**config.mk**
```make
export PLATFORM = sky130hd
export DESIGN_NAME = usdcr_regs
export DESIGN_NICKNAME = d
export VERILOG_FILES = /design/src/logic/usdcr_pkg.sv /design/src/logic/usdcr_regs.sv
export SDC_FILE = /design/constraint.sdc
export NUM_CORES = 1
export LEC_CHECK = 0
export ABC_AREA = 1
export BUFFER_PORTS_ARGS = -buffer_cell sky130_fd_sc_hd__buf_2
export CAP_MARGIN = 20
export CELL_PAD_IN_SITES_DETAIL_PLACEMENT = 1
export CELL_PAD_IN_SITES_GLOBAL_PLACEMENT = 2
export CORE_MARGIN = 5
export CORE_UTILIZATION = 33
export CTS_CLUSTER_DIAMETER = 30
export CTS_CLUSTER_SIZE = 25
export DETAILED_ROUTE_END_ITERATION = 10
export HOLD_SLACK_MARGIN = 0.03
export PLACE_DENSITY = 0.94
export SYNTH_ARGS = -nofsm -noshare
export SYNTH_HDL_FRONTEND = slang
export SYNTH_SLANG_ARGS = --single-unit
```
**constraint.sdc**
```tcl
create_clock -name core_clk -period 3.6 [get_ports core_clk]
set_input_delay 0.72 -clock core_clk [delete_from_list [all_inputs] [get_ports core_clk]]
set_output_delay 0.72 -clock core_clk [all_outputs]
set_load 0.005 [all_outputs]
```
**src/logic/usdcr_pkg.sv**
```systemverilog
// package of constants for the usb string descriptor configuration registers
// Overview of operation
// - The language high-byte register supplies the upper byte of the language code answered at string index 0.
// - Only one language code is advertised, so index 0 always answers with exactly one code.
// - The language high byte resets to 04h so that the advertised code is 0409h.
// - Language bytes, maker length and product length accept loads only while the string override enable is 1.
// - The serial string length accepts loads only while the serial override enable is 1.
// - Reserved upper bits of the length registers cannot be written and always read as zero.
// - The serial length is a six-bit field at bits 5:0 that resets to 18h.
// - A nonzero serial length makes index 1 answer with a string of that many bytes.
// - The maker length is a seven-bit field at bits 6:0 that resets to zero, and zero means no maker string.
// - A nonzero maker length makes index 3 answer with a string of that many bytes.
// - The language low byte resets to 09h as the lower byte of the single language code.
// - A nonzero product length makes the product index answer with a string of that many bytes.
package usdcr_pkg;

    // ************************************************************
    // bus widths
    // ************************************************************
    localparam int ADDR_W = 8;
    localparam int DATA_W = 8;
    localparam int LEN_W = 7;
    localparam int LANG_W = 16;

    // ************************************************************
    // register offsets
    // ************************************************************
    localparam logic [7:0] OFS_LANG_LOW = 8'h20;
    localparam logic [7:0] OFS_LANG_HIGH = 8'h21;
    localparam logic [7:0] OFS_SERIAL_LEN = 8'h22;
    localparam logic [7:0] OFS_MAKER_LEN = 8'h23;
    localparam logic [7:0] OFS_PRODUCT_LEN = 8'h24;

    // ************************************************************
    // field layouts
    // ************************************************************
    localparam int SERIAL_LEN_W = 6;
    localparam int MAKER_LEN_W = 7;
    localparam int PRODUCT_LEN_W = 7;

    // ************************************************************
    // reset values
    // ************************************************************
    localparam logic [7:0] RST_LANG_LOW = 8'h09;
    localparam logic [7:0] RST_LANG_HIGH = 8'h04;
    localparam logic [5:0] RST_SERIAL_LEN = 6'h18;
    localparam logic [6:0] RST_MAKER_LEN = 7'h00;
    localparam logic [6:0] RST_PRODUCT_LEN = 7'h00;

    // ************************************************************
    // string indices and descriptor figures
    // ************************************************************
    localparam logic [7:0] IDX_LANG = 8'h00;
    localparam logic [7:0] IDX_SERIAL = 8'h01;
    localparam logic [7:0] IDX_PRODUCT = 8'h02;
    localparam logic [7:0] IDX_MAKER = 8'h03;
    localparam logic [6:0] LANG_TABLE_LEN = 7'h02;  // one code, two bytes

endpackage

```
**src/logic/usdcr_regs.sv**
```systemverilog
// string descriptor configuration registers with descriptor lookup
module usdcr_regs (
    input wire logic core_clk,
    input wire logic rst_n,
    input wire logic string_override_enable,
    input wire logic serial_override_enable,
    input wire logic cfg_wr,
    input wire logic cfg_rd,
    input wire logic [usdcr_pkg::ADDR_W-1:0] cfg_addr,
    input wire logic [usdcr_pkg::DATA_W-1:0] cfg_wr_data,
    output logic [usdcr_pkg::DATA_W-1:0] cfg_rd_data,
    output logic cfg_rd_valid,
    input wire logic desc_req,
    input wire logic [usdcr_pkg::ADDR_W-1:0] desc_index,
    output logic desc_valid,
    output logic desc_present,
    output logic [usdcr_pkg::LEN_W-1:0] desc_length,
    output logic [usdcr_pkg::LANG_W-1:0] desc_lang_code
);
    import usdcr_pkg::*;

    // ************************************************************
    // state record
    // ************************************************************
    typedef struct packed {
        logic [7:0] lang_low;
        logic [7:0] lang_high;
        logic [SERIAL_LEN_W-1:0] serial_len;
        logic [MAKER_LEN_W-1:0] maker_len;
        logic [PRODUCT_LEN_W-1:0] product_len;
        logic [DATA_W-1:0] rd_data;
        logic rd_valid;
        logic ans_valid;
        logic ans_present;
        logic [LEN_W-1:0] ans_len;
        logic [LANG_W-1:0] ans_lang;
    } usdcr_state_s;

    usdcr_state_s s;
    usdcr_state_s next_s;

    // ************************************************************
    // write permission and read mux
    // ************************************************************
    logic str_wr_ok;
    logic ser_wr_ok;
    logic [DATA_W-1:0] rd_mux;

    // loads only pass while the matching override enable is set
    assign str_wr_ok = cfg_wr && string_override_enable;
    assign ser_wr_ok = cfg_wr && serial_override_enable;

    // read value of the addressed register, reserved bits forced low
    always_comb begin
        case (cfg_addr)
            OFS_LANG_LOW: rd_mux = s.lang_low;
            OFS_LANG_HIGH: rd_mux = s.lang_high;
            OFS_SERIAL_LEN: rd_mux = {2'h0, s.serial_len};
            OFS_MAKER_LEN: rd_mux = {1'h0, s.maker_len};
            OFS_PRODUCT_LEN: rd_mux = {1'h0, s.product_len};
            default: rd_mux = 8'h00;  // unmapped offsets read zero
        endcase
    end

    // ************************************************************
    // next state
    // ************************************************************
    // register loads, read answer and descriptor lookup
    always_comb begin
        next_s = s;
        next_s.rd_valid = cfg_rd;
        next_s.ans_valid = desc_req;
        if (cfg_rd) begin
            next_s.rd_data = rd_mux;
        end
        // a refused write leaves the register untouched
        if (str_wr_ok && cfg_addr == OFS_LANG_LOW) begin
            next_s.lang_low = cfg_wr_data;
        end
        if (str_wr_ok && cfg_addr == OFS_LANG_HIGH) begin
            next_s.lang_high = cfg_wr_data;
        end
        if (ser_wr_ok && cfg_addr == OFS_SERIAL_LEN) begin
            next_s.serial_len = cfg_wr_data[SERIAL_LEN_W-1:0];
        end
        if (str_wr_ok && cfg_addr == OFS_MAKER_LEN) begin
            next_s.maker_len = cfg_wr_data[MAKER_LEN_W-1:0];
        end
        if (str_wr_ok && cfg_addr == OFS_PRODUCT_LEN) begin
            next_s.product_len = cfg_wr_data[PRODUCT_LEN_W-1:0];
        end
        // descriptor answer, taken from the values held before this edge
        if (desc_req) begin
            next_s.ans_lang = 16'h0000;
            case (desc_index)
                IDX_LANG: begin
                    next_s.ans_present = 1'b1;
                    next_s.ans_len = LANG_TABLE_LEN;
                    next_s.ans_lang = {s.lang_high, s.lang_low};
                end
                IDX_SERIAL: begin
                    next_s.ans_present = (s.serial_len != 6'h00);
                    next_s.ans_len = {1'h0, s.serial_len};
                end
                IDX_PRODUCT: begin
                    next_s.ans_present = (s.product_len != 7'h00);
                    next_s.ans_len = s.product_len;
                end
                IDX_MAKER: begin
                    // loader keeps this at 64 or less, no clamp here
                    next_s.ans_present = (s.maker_len != 7'h00);
                    next_s.ans_len = s.maker_len;
                end
                default: begin
                    next_s.ans_present = 1'b0;
                    next_s.ans_len = 7'h00;
                end
            endcase
        end
    end

    // ************************************************************
    // state register
    // ************************************************************
    // synchronous reset loads the documented defaults
    always_ff @(posedge core_clk) begin
        if (!rst_n) begin
            s.lang_low <= RST_LANG_LOW;
            s.lang_high <= RST_LANG_HIGH;
            s.serial_len <= RST_SERIAL_LEN;
            s.maker_len <= RST_MAKER_LEN;
            s.product_len <= RST_PRODUCT_LEN;
            s.rd_data <= 8'h00;
            s.rd_valid <= 1'b0;
            s.ans_valid <= 1'b0;
            s.ans_present <= 1'b0;
            s.ans_len <= 7'h00;
            s.ans_lang <= 16'h0000;
        end else begin
            s <= next_s;
        end
    end

    // ************************************************************
    // outputs
    // ************************************************************
    // all data outputs come from the state register, desc_length forced to zero while ans_present is clear
    assign cfg_rd_data = s.rd_data;
    assign cfg_rd_valid = s.rd_valid;
    assign desc_valid = s.ans_valid;
    assign desc_present = s.ans_present;
    assign desc_length = s.ans_present ? s.ans_len : 7'h00;
    assign desc_lang_code = s.ans_lang;
endmodule // usdcr_regs

```
After elaboration in Yosys (flattened, before gate mapping)
Index checks and enable logic that the tools add are counted.
{"block": "totals", "ff_bits": 70, "inputBits": 31, "out_inout_bits": 34, "word_cells": 34}
{"block": "classes", "n_eq_ne": 8, "n_mux": 4, "reduce_logical": 11}
{"operator": "== test 8 x 6 -> 1 bit (second input constant)", "n": 5}
{"operator": "one-hot mux 8 bit (5 select lines)", "n": 1}
{"operator": "one-hot mux 8 bit (4 select lines)", "n": 1}
{"operator": "== test 8 x 2 -> 1 bit (second input constant)", "n": 2}
{"operator": "two-way mux 16 bit", "n": 1}
{"operator": "nonzero test 7 bit", "n": 2}
{"operator": "== test 8 x 1 -> 1 bit (second input constant)", "n": 1}
{"operator": "logical NOT 8 bit", "n": 1}
{"operator": "logical AND 1 bit", "n": 7}
{"operator": "two-way mux 7 bit", "n": 1}
{"operator": "nonzero test 6 bit", "n": 1}

Logic depth before layout (Yosys ltp)
Gate-level depths: netlist of the first run.
{"block": "depth", "depth_word": 2, "depth_mapped": 9, "ltp_nobuf": 9}

Least setup slack after synthesis of the first run
OpenSTA, ideal clock, no wires.
{"block": "synth_path", "path_kind": "input -> register", "startpoint": "input cfg_addr[4] (netlist name)", "endpoint": "register s[41] (netlist name)", "setup_ns": 0.119, "arrival_time_ns": 1.524, "required_time_ns": 3.481, "slack_ns": 1.957, "cell_stages": 8, "path_buffers": 2, "path_cell_list": "inv_1 nand2_2 nor2_8 buf_8 nand3_2 buf_2 o21ai_1 a21oi_1"}
{"block": "synth_via", "elab_chain_len": 2}
{"item": "from (decl)", "line": "usdcr_regs.sv:9", "text": "input wire logic [usdcr_pkg::ADDR_W-1:0] cfg_addr,"}
{"item": "== test 8 x 6 -> 1 bit", "line": "usdcr_regs.sv:86", "text": "if (str_wr_ok && cfg_addr == OFS_MAKER_LEN) begin"}
{"item": "logical AND 1 bit", "line": "usdcr_regs.sv:86"}
{"item": "to (signal assigned)", "line": "usdcr_regs.sv:140", "text": "s <= next_s;"}
{"item": "to (decl)", "line": "usdcr_regs.sv:39", "text": "usdcr_state_s s;"}
Every way passes these cells.
A chain may end at the register's enable or synchronous reset.

Worst setup path in the final report of the first run
{"block": "layout_path", "startpoint": "input rst_n", "endpoint": "register s (netlist bit desc_present)"}
{"item": "from (decl)", "line": "usdcr_regs.sv:4", "text": "input wire logic rst_n,"}
No word-level cell between the ends.

==> metrics, run 1 <==
status=finished, final reports clean; Final setup viols=0; pins over their slew limit=0; Synth area leader=dfxtp_1; Post-CTS Setup Bufs=0; Clock power frac=0.456; Routed WL=9740 µm; Reg power frac=0.486; Top Usage Layer GRT=met2; Root Buffer=clkbuf_8; H-tree Lvls=3; fillers=1,315; fraction of the cycle the final worst path needs=0.4964; largest net degree at the start of global routing=41; Worst-Margin Slew=1.020 ns; Post-synth ARST share=0; # port buffers=64; Die H=111.6 µm; Int Power=0.001208 W; post-route cell area=3835 µm²; setup tns final=0 ns; yosys warns=0; sequential element share of the synthesized area=0.4113; Ant. Diodes=0; final hold violations=0; power per cell area=419.4 nW/µm²; Initial Utilization=0.3345; CP Max Fanout=40; Max Fclk=559.5 MHz; Via Count=3,140; Vias/cell=~4.9; Data arrival, critical path=about 2.0 ns; switching part of the total=0.2491; critical-path cell list=buf_2 > buf_4 > inv_1 > a21oi_1; Syn Area/Cell=7.188 µm²; Clock Latency Late Sink=~0.35 ns; CP Data Required Time=3.78 ns; CTS hold repair buffers=0; Area Growth Syn to Fin=12.56%; CTS max path bufs=2; syn_nets=505; post-route setup slack=1.813 ns; FF+latch count, synth=70; layout cells sized above 1=0.2231; Pre-antenna DRT Iters=5; CTS resizes=0; Yosys cell types=29; clk slew on worst S/H paths=0.09 ns; met1 usage=0.2184; Setup crit end kind=flip-flop; All-Layer GR Usage=0.1607; Synth area leaders=dfxtp_1, nand2_1, a21oi_1, nand3_1, buf_4; Final #Nets=537; Setup WS pre-CTS=1.425 ns; Max-slew headroom=0.3191; Gate power share=0.059; clk sinks=70; gr ovfl total=0; row count=37; clock skew=between 0.009 and 0.01 ns; Post-DP Area=3606 µm²; RSZ-0062 raised after global routing=no; DIE AREA=12,460 µm²; number of synthesized flops with an enable pin=0; Iteration-0 DRC Markers=between 200 and 300; DR DRC count=0; count leader, synth=nand2_1; top cell type's share of synthesized area=0.4113; GPL Wtd Cong=0.8791; Die W=between 100 and 150 µm; CP max-delay cell=inv_1; first-pass GRT wire length=16,480 µm; Sw Pwr=approximately 0.0004 W; initial antenna violation count=0; slowest stage delay, CP=between 0.7 and 0.8 ns; TritonCTS buffer count=9; Synth Instances=474; Hold Slack=0.4680 ns; vias in the first global route=3,226; grt met2 use=0.2622; Leak=between 1.5 and 2 nW; antenna viol nets, final=0; Commonest cells post-synth=nand2_1, dfxtp_1, a21oi_1; worst setup path category=input port to flip-flop; I/O pins=65; min Tclk post-route=1.787 ns; worst vdd rail ir drop=0.0002245 V; max capacitance violation total=0; crit path launch type=input port; Detailed Place HPWL=approximately 7500 µm; Main synth FF type=dfxtp_1; average routed wire per standard cell=between 15 and 20 µm; Mapped Area=3407 µm²; core area=approximately 10,000 µm²; CTS tree=yes; Hold WC Path Type=flip-flop to flip-flop; met3 GRT Util=0.02446
[worst paths after layout]
| check | end | slack (ns) | depth (start not counted) | start |
|---|---|---|---|---|
| worst min-delay path | desc_lang_code[2] | 0.47 | 2 | desc_lang_code[2] |
| worst max-delay path | desc_present | 1.81 | 4 | rst_n |
| worst min register to register | desc_lang_code[2] | 0.47 | 2 | desc_lang_code[2] |
| worst max register to register | desc_present | 2.47 | 6 | s[35] |
[registers in the layout (all words and copies together), names as in the netlist]
| name | count |
|---|---|
| desc_lang_code | 16 |
| s | 43 |
| cfg_rd_data | 8 |
| cfg_rd_valid | 1 |
| desc_present | 1 |
| desc_valid | 1 |
[cell usage in the layout (no fill, tap or decap), drive strengths merged, types with 2 or more instances in the layout]
| master | n |
|---|---|
| a21oi | 63 |
| buf | 65 |
| bufinv | 2 |
| clkbuf | 9 |
| clkinv | 4 |
| dfxtp | 70 |
| inv | 51 |
| nand2 | 99 |
| nand3 | 56 |
| nand4 | 5 |
| nor2 | 39 |
| o211ai | 2 |
| o21ai | 43 |
[stage by stage]
| step | cells | utilization | power, W |
|---|---|---|---|
| 2_1_floorplan | 474 | - | 0.0008584 |
| 3_3_place_gp | 631 | 0.3541 | 0.0008924 |
| 3_5_place_dp | 631 | 0.3541 | 0.0008958 |
| 4_1_cts | 647 | 0.3765 | 0.001622 |
| 5_1_grt | 647 | 0.3765 | 0.001668 |
| 6_report | 647 | 0.3765 | 0.001609 |
[kinds of logic (layout without fill, tap and decap cells)]
group,Yosys count,count (layout),synth area share
simple gates,200,200,0.2780
compound gates,109,109,0.1656
buf+inv,95,132,0.1451
flops,70,70,0.4113
[layer usage]
metal	share of wire	up-vias
met4	0.010	0
met2	0.47	73
met3	0.045	9
met1	0.48	1472
met5	0	-
li1	-	1586
[power groups by stage]
stage / Clock, W / Sequential (W) / Combinational [W]
after detailed placement: 0 / 0.000800 / 0.0000963
after CTS: 0.000744 / 0.000781 / 0.0000966
after global placement: 0 / 0.000799 / 0.0000932
after floorplan: 0 / 0.000799 / 0.0000597
final: 0.000733 / 0.000781 / 0.0000948
after global routing: 0.000779 / 0.000782 / 0.000107
[final cells by class]
type / count / area, µm² / area share
well taps: 136 / 170.2 / 0.04437
repair buffers: 65 / 327.8 / 0.08548
clock buffers: 9 / 123.9 / 0.03230
clock inverters: 7 / 105.1 / 0.02741
multi-input cells: 309 / 1511 / 0.3941
inverters: 51 / 195.2 / 0.05090
flip-flops and latches: 70 / 1401 / 0.3654
[critical path: cells and delay by family]
family	cells	cell delay (ns)
buf+inv	3	1.12
compound gates	1	0.10
Power figures use the tool's default switching activity.
==> run 2, diff against run 1 <==
ABC_AREA = 0   (was 1)
CORE_UTILIZATION = 30   (was 33)
PLACE_DENSITY = 0.86   (was 0.94)
clock period = 1.5 ns   (was 3.6 ns; I/O delays follow)
==> run 2 against run 1 <==
Effect of this change:
- the flow now finishes with violations (negative setup slack)
- synthesized cell count fell by 21%
- register-to-register slack got worse by 2.3 ns
- via count fell by 10%
- combinational power rose to 3.1 times the previous value
- sequential power rose by 140%
- core utilization fell by 0.36 points
- global-route usage fell by 1.4 points
- clock skew rose by 0.00066 ns
- first-iteration DRC count fell by 61%
- die area rose by 6.8%
- critical endpoint is now s[38]
==> metrics, run 2 <==
hold_sp=cfg_wr_data[7]; average routed wire per standard cell=17.17 µm (+14%); Data arrival, critical path=1.81 ns (-0.16 ns); Mapped Area=3329 µm² (-2.3%); Synth area leaders=dfxtp_1, mux2i_1, nand2_1, buf_4, nor2_1; # port buffers=64 (unchanged); Iteration-0 DRC Markers=102 (-61%); clock skew=0.009991 ns (+0.0006619 ns); number of flip-flops in the largest register=43 (unchanged); layout cells sized above 1=0.2951 (+0.07199); CTS hold repair buffers=0 (unchanged); switching part of the total=0.2390 (-0.01002); Ant. Diodes=0 (unchanged); CP most frequent cell=buf_12; row count=38 (+2.7%); Sw Pwr=0.0008332 W (+110%); R2R Path End=cfg_rd_data[3]; Setup WS pre-CTS=-0.4887 ns (-1.914 ns); Via Count=2,814 (-10%); final core utilization=0.3729 (-0.003614); max capacitance violation total=0 (unchanged); RSZ-0062 raised after global routing=yes; Worst Path Buf+Inv=3 (unchanged); Final setup viols=29 (+29); TritonCTS buffer count=9 (unchanged); Gate power share=0.084 (+0.025); Largest Register=s; hold path endpoint=s[61]; r2r startpoint=s[44]; Synth Instances=375 (-21%); count leader, synth=dfxtp_1; core area=10,840 µm² (+6.4%); clk sinks=70 (unchanged); Final #Nets=456 (-15%); yosys warns=0 (unchanged); Synth Area in Adders=0 (unchanged); Clock Latency Late Sink=0.34 ns (about the same); sequential element share of the synthesized area=0.4209 (+0.009583); Synth area leader=dfxtp_1; slowest stage delay, CP=0.61 ns (-0.17 ns); Reg power frac=0.538 (+0.052); worst setup path category=input port to flip-flop; first-pass GRT wire length=15,370 µm (-6.7%); XOR/XNOR Fraction of Synth Area=0 (unchanged); Hold WC Path Type=input port to flip-flop; final hold violations=0 (unchanged); DIE AREA=13,300 µm² (+6.8%); largest net degree at the start of global routing=59 (+44%); clk slew on worst S/H paths=0.07 ns (-0.02 ns); family with the most delay on the worst path=simple AND/OR/NAND/NOR gates; gr ovfl total=0 (unchanged); setup tns final=-1.418 ns (-1.418 ns); Die W=115.3 µm (+3.3%); critical-path cell list=buf_6 > or4b_4 > buf_12 > nor4_4 > buf_12 > mux2i_2 > nor2_1; number of synthesized flops with an enable pin=0 (unchanged); Yosys cell types=36 (+24%); combinational family with the most area after synthesis=simple AND/OR/NAND/NOR gates; Post-synth ARST share=0 (unchanged); Clock power frac=0.378 (-0.078); Pre-antenna DRT Iters=4 (-1); worst vdd rail ir drop=0.0003662 V (+63%); post-synthesis simple-gate area fraction=0.2097 (-0.06831); CP Max Fanout=7 (-83%); Main synth FF type=dfxtp_1; fraction of the cycle the final worst path needs=1.058; Hold Path Depth=3 (+1); Max Fclk=630.4 MHz; vias in the first global route=2,953 (-8.5%); I/O pins=65 (unchanged); dpl cells=551 (-13%); Leak=1.527 nW (-6.6%); power per cell area=862.2 nW/µm² (+110%); Initial Utilization=0.3071 (-0.02739); fillers=1,282 (-2.5%); DR DRC count=0 (unchanged); status=finished, violations left; Worst-Margin Slew=0.4263 ns (-0.5940 ns); All-Layer GR Usage=0.1471 (-0.01352); CP Data Required Time=1.73 ns (-2.05 ns); CTS max path bufs=2 (unchanged); GPL Wtd Cong=0.7665 (-13%); Compound-Gate Fraction of Synth Area=0.1218 (-0.04387); Vias/cell=4.963 (+2.3%); H-tree Lvls=3 (unchanged); post-route setup slack=-0.08633 ns (-1.899 ns); syn_nets=406 (-20%); initial antenna violation count=0 (unchanged); Worst R2R Setup Slack=0.15 ns (-2.32 ns); Area Growth Syn to Fin=21.42%; pins over their slew limit=0 (unchanged); Hold Slack=0.2475 ns (-0.2205 ns); Max-slew headroom=0.7152 (+0.3961); flip-flop and latch area=1401 µm² (unchanged); leading cell types in the layout, fill and taps excluded=dfxtp_1, buf_2, nand2_1; Detailed Place HPWL=7351 µm (-2.6%); Commonest cells post-synth=dfxtp_1, nand2_1, nor2_1; top cell type's share of synthesized area=0.4209 (+0.009583); CP max-delay cell=or4b_4; antenna viol nets, final=0 (unchanged); Routed WL=9736 µm (about the same); Syn Area/Cell=8.879 µm² (+24%); FF-to-FF path depth=4 (-2); Finished Layout Cells=567 (-12%); multiplexer area fraction after synthesis=0.1601 (+0.1601); Int Power=0.002652 W (+120%); crit path launch type=input port; failing checks=negative setup slack; Root Buffer=clkbuf_8; min Tclk post-route=1.586 ns; area of the multi-input gates=1678 µm² (+11%); Die H=115.3 µm (+3.3%); FF+latch count, synth=70 (unchanged); Setup crit end kind=flip-flop; CTS tree=yes; commonest non-fill, non-tap cell in the layout=dfxtp_1
run 2: cell types whose count changed after synthesis, moves of 16 or more:
cell     previous run  this run
nand3_1            53         7
a21oi_1            62        20
mux2i_1             0        42
nand2_1            93        52
inv_1              41         3
o21ai_0            34         9
nor2_1             30        46
run 2: kinds of logic after synthesis:
group	Yosys count
flip-flops	70
AND/OR/NAND/NOR	140
buffers and inverters	51
multiplexers	52
AO/OA/AOI/OAI	62
run 2: tightest hold or removal path, delay by kind of cell:
kind,cells,cell delay [ns]
buffers and inverters,1,0.10
muxes,1,0.06
and+or+nand+nor,1,0.09
run 2: layout make-up:
| cell class | count | area share |
|---|---|---|
| timing repair buffer | 87 | 0.1520 |
| clock inverter | 1 | 0.001857 |
| sequential | 70 | 0.3466 |
| clock buffer | 12 | 0.03838 |
| tap | 140 | 0.04333 |
| inverter | 3 | 0.002786 |
| multi-input combinational | 254 | 0.4150 |
run 2: worst max path at each step:
stage                 from    end  slack [ns]  cells past startpoint
5_1_grt        cfg_addr[3]  s[55]       -0.15                      7
6_report       cfg_addr[3]  s[38]       -0.09                      7
3_5_place_dp   cfg_addr[7]  s[67]       -0.49                      6
4_1_cts        cfg_addr[3]  s[34]       -0.07                      7
2_1_floorplan  cfg_addr[7]  s[43]       -0.35                      5
3_3_place_gp   cfg_addr[7]  s[65]       -0.43                      6
run 2: power groups by stage:
stage / combinational [W] / clock [W] / sequential (W)
floorplan: 0.000156 / 0 / 0.00192
global placement: 0.000274 / 0 / 0.00192
detailed placement: 0.000283 / 0 / 0.00192
CTS: 0.000291 / 0.00135 / 0.00187
global route: 0.000316 / 0.00143 / 0.00187
finish: 0.000294 / 0.00132 / 0.00187
run 2: per-layer routing:
| layer | routed length [µm] | GRT usage | vias up |
|---|---|---|---|
| met3 | 388 | 0.02684 | 7 |
| met4 | 95 | 0.03912 | 0 |
| met2 | 5009 | 0.2596 | 58 |
| met1 | 4243 | 0.1840 | 1370 |
| li1 | - | - | 1379 |
| met5 | 0 | 0 | - |
run 2: timing repair:
item / 4_1_cts / 5_1_grt
gates resized for setup: 2 / 9
buffers inserted: 2 / 1
pin swaps: 6 / 11
setup endpoints to repair: 21 / 39
run 2: per-stage QoR:
| step | total power (W) | area [µm²] |
|---|---|---|
| global placement | 0.002191 | 3800 |
| global route | 0.003624 | 4043 |
| floorplan | 0.002073 | 3352 |
| finish | 0.003485 | 4043 |
| CTS | 0.003518 | 4000 |
| detailed placement | 0.002201 | 3800 |
==> run 3, diff against run 2 <==
==> constraint.sdc (replaced) <==
create_clock -name core_clk -period 1.5 [get_ports core_clk]
set_input_delay 0.15 -clock core_clk [delete_from_list [all_inputs] [get_ports core_clk]]
set_output_delay 0.15 -clock core_clk [all_outputs]
set_load 0.005 [all_outputs]
==> run 3 against run 2 <==
Effect of this change:
- the run now ends clean
- wire length down 0.15%
- sequential cell count unchanged
- count of clock-buffer cells in the layout shrank 2
- sequential power barely moved
- total power grew 6.3%
- first-iteration DRC count fell by 17%
- critical path depth unchanged
- critical endpoint is now s[47]
- core utilization down 0.30 points
- fmax up 9.5%
- combinational power decreased by 5%
==> metrics, run 3 (synthesis gave the netlist of run 2 again) <==
worst setup path category=input port to flip-flop; Setup crit end kind=flip-flop; min Tclk post-route=1.449 ns (-0.1374 ns); Max-slew headroom=0.6217 (-0.09350); gr ovfl total=0 (unchanged); Die H=115.3 µm (unchanged); Max Fclk=690.2 MHz (+9.5%); power per cell area=924.2 nW/µm² (+7.2%); switching part of the total=0.2487 (+0.009669); max capacitance violation total=0 (unchanged); H-tree Lvls=3 (unchanged); Clock power frac=0.419 (+0.041); CP Max Fanout=7 (unchanged); hold_sp=cfg_wr_data[7]; r2r startpoint=s[44]; Pre-antenna DRT Iters=4 (unchanged); Detailed Place HPWL=7358 µm (+0.10%); total power draw=0.003706 W (+6.3%); antenna viol nets, final=0 (unchanged); pins over their slew limit=0 (unchanged); status=finished, final reports clean; Largest Register=s; row count=38 (unchanged); Routed WL=9721 µm (-0.15%); Area Growth Syn to Fin=20.44%; Vias/cell=4.884 (-1.6%); Ant. Diodes=0 (unchanged); Gate power share=0.075 (-0.009); CP Data Required Time=1.72 ns (about the same); # port buffers=64 (unchanged); Clock Latency Late Sink=0.35 ns (about the same); CTS tree=yes; DIE AREA=13,300 µm² (unchanged); Hold WC Path Type=input port to flip-flop; final hold violations=0 (unchanged); fillers=1,302 (+1.6%); initial antenna violation count=0 (unchanged); setup tns final=0 ns (+1.418 ns); Via Count=2,789 (-0.89%); layout cells sized above 1=0.2900 (-0.005059); Reg power frac=0.505 (-0.033); CTS max path bufs=2 (unchanged); Sw Pwr=0.0009218 W (+11%); core area=10,840 µm² (unchanged); CTS resizes=0 (-2); clk slew on worst S/H paths=0.08 ns (about the same); average routed wire per standard cell=17.02 µm (-0.85%); Die W=115.3 µm (unchanged); Worst-Margin Slew=0.5668 ns (+0.1405 ns); commonest non-fill, non-tap cell in the layout=dfxtp_1; clock skew=0.003609 ns (-0.006382 ns); crit path launch type=input port; Int Power=0.002784 W (+5.0%); I/O pins=65 (unchanged); All-Layer GR Usage=0.1525 (+0.005332); clk sinks=70 (unchanged); first-pass GRT wire length=15,640 µm (+1.8%); fraction of the cycle the final worst path needs=0.9659 (-0.09160); RSZ-0062 raised after global routing=no; Final setup viols=0 (-100%); TritonCTS buffer count=9 (unchanged); Iteration-0 DRC Markers=85 (-17%); DR DRC count=0 (unchanged); Data arrival, critical path=1.67 ns (-0.14 ns); vias in the first global route=3,019 (+2.2%); largest net degree at the start of global routing=25 (-58%); leading cell types in the layout, fill and taps excluded=dfxtp_1, buf_2, nand2_1; Final #Nets=457 (+0.22%); Critical Path Start=cfg_addr[3]; Leak=1.530 nW (+0.19%); worst vdd rail ir drop=0.0004511 V (+23%); number of flip-flops in the largest register=43 (unchanged); GPL Wtd Cong=0.7842 (+2.3%); Root Buffer=clkbuf_8; Initial Utilization=0.3071 (unchanged)
==> run 3: cell count changes in the layout (fill, tap and decap cells not counted), sizes merged <==
cell | previous run | this run
clkinv | 0 | 4
clkbuf | 12 | 10
buf | 87 | 88
bufinv | 0 | 1
==> run 3: per-layer routing <==
metal  up-vias  share of wire  global-route usage
met1      1352           0.46              0.1913
met4         0          0.016             0.05634
met5         -              0                   0
met3        10          0.028             0.02421
li1       1382              -                   -
met2        45           0.50              0.2631
==> run 3: worst max-delay path: stages <==
cell	delay (ns)
buf_2	0.10
or4b_4	0.57
buf_4	0.18
nor4_4	0.26
buf_12	0.17
mux2i_1	0.18
nor2_1	0.06
==> run 3: final timing paths <==
| path | depth (start not counted) | to | slack [ns] |
|---|---|---|---|
| worst max-delay path | 7 | s[47] | 0.05 |
| worst min-delay path | 3 | s[69] | 0.07 |
| worst max register to register | 4 | cfg_rd_data[3] | 0.06 |
| worst min register to register | 2 | desc_lang_code[15] | 0.45 |
==> run 3: power groups by stage <==
stage | Combinational, W | Clock, W | Sequential, W
6_report | 0.000279 | 0.00155 | 0.00187
5_1_grt | 0.000304 | 0.00168 | 0.00187
4_1_cts | 0.000280 | 0.00159 | 0.00187
3_5_place_dp | 0.000276 | 0 | 0.00192
3_3_place_gp | 0.000268 | 0 | 0.00192
2_1_floorplan | 0.000156 | 0 | 0.00192
==> run 3: final cells by class <==
type	instances	area, µm²	area share
multi-input cells	254	1648	0.4109
flip-flops and latches	70	1401	0.3495
repair buffers	88	575.6	0.1435
well taps	140	175.2	0.04368
clock buffers	10	137.6	0.03432
clock inverters	6	61.31	0.01529
inverters	3	11.26	0.002808
==> run 3: repair_timing <==
action,CTS,global route
buffers inserted,3,0
endpoints found under the setup margin,1,0
hold buffers,0,0
==> run 3: metrics by stage <==
stage,instances,setup slack (ns),instance area [µm²],hold WS (ns),util
floorplan,375,-0.1982,3342,0.2785,-
global placement,552,-0.2913,3789,0.4160,0.3495
detailed placement,552,-0.3797,3789,0.4288,0.3495
CTS,571,0.08007,4010,0.06164,0.3699
global route,571,0.01105,4010,0.07787,0.3699
finish,571,0.05108,4010,0.06831,0.3699
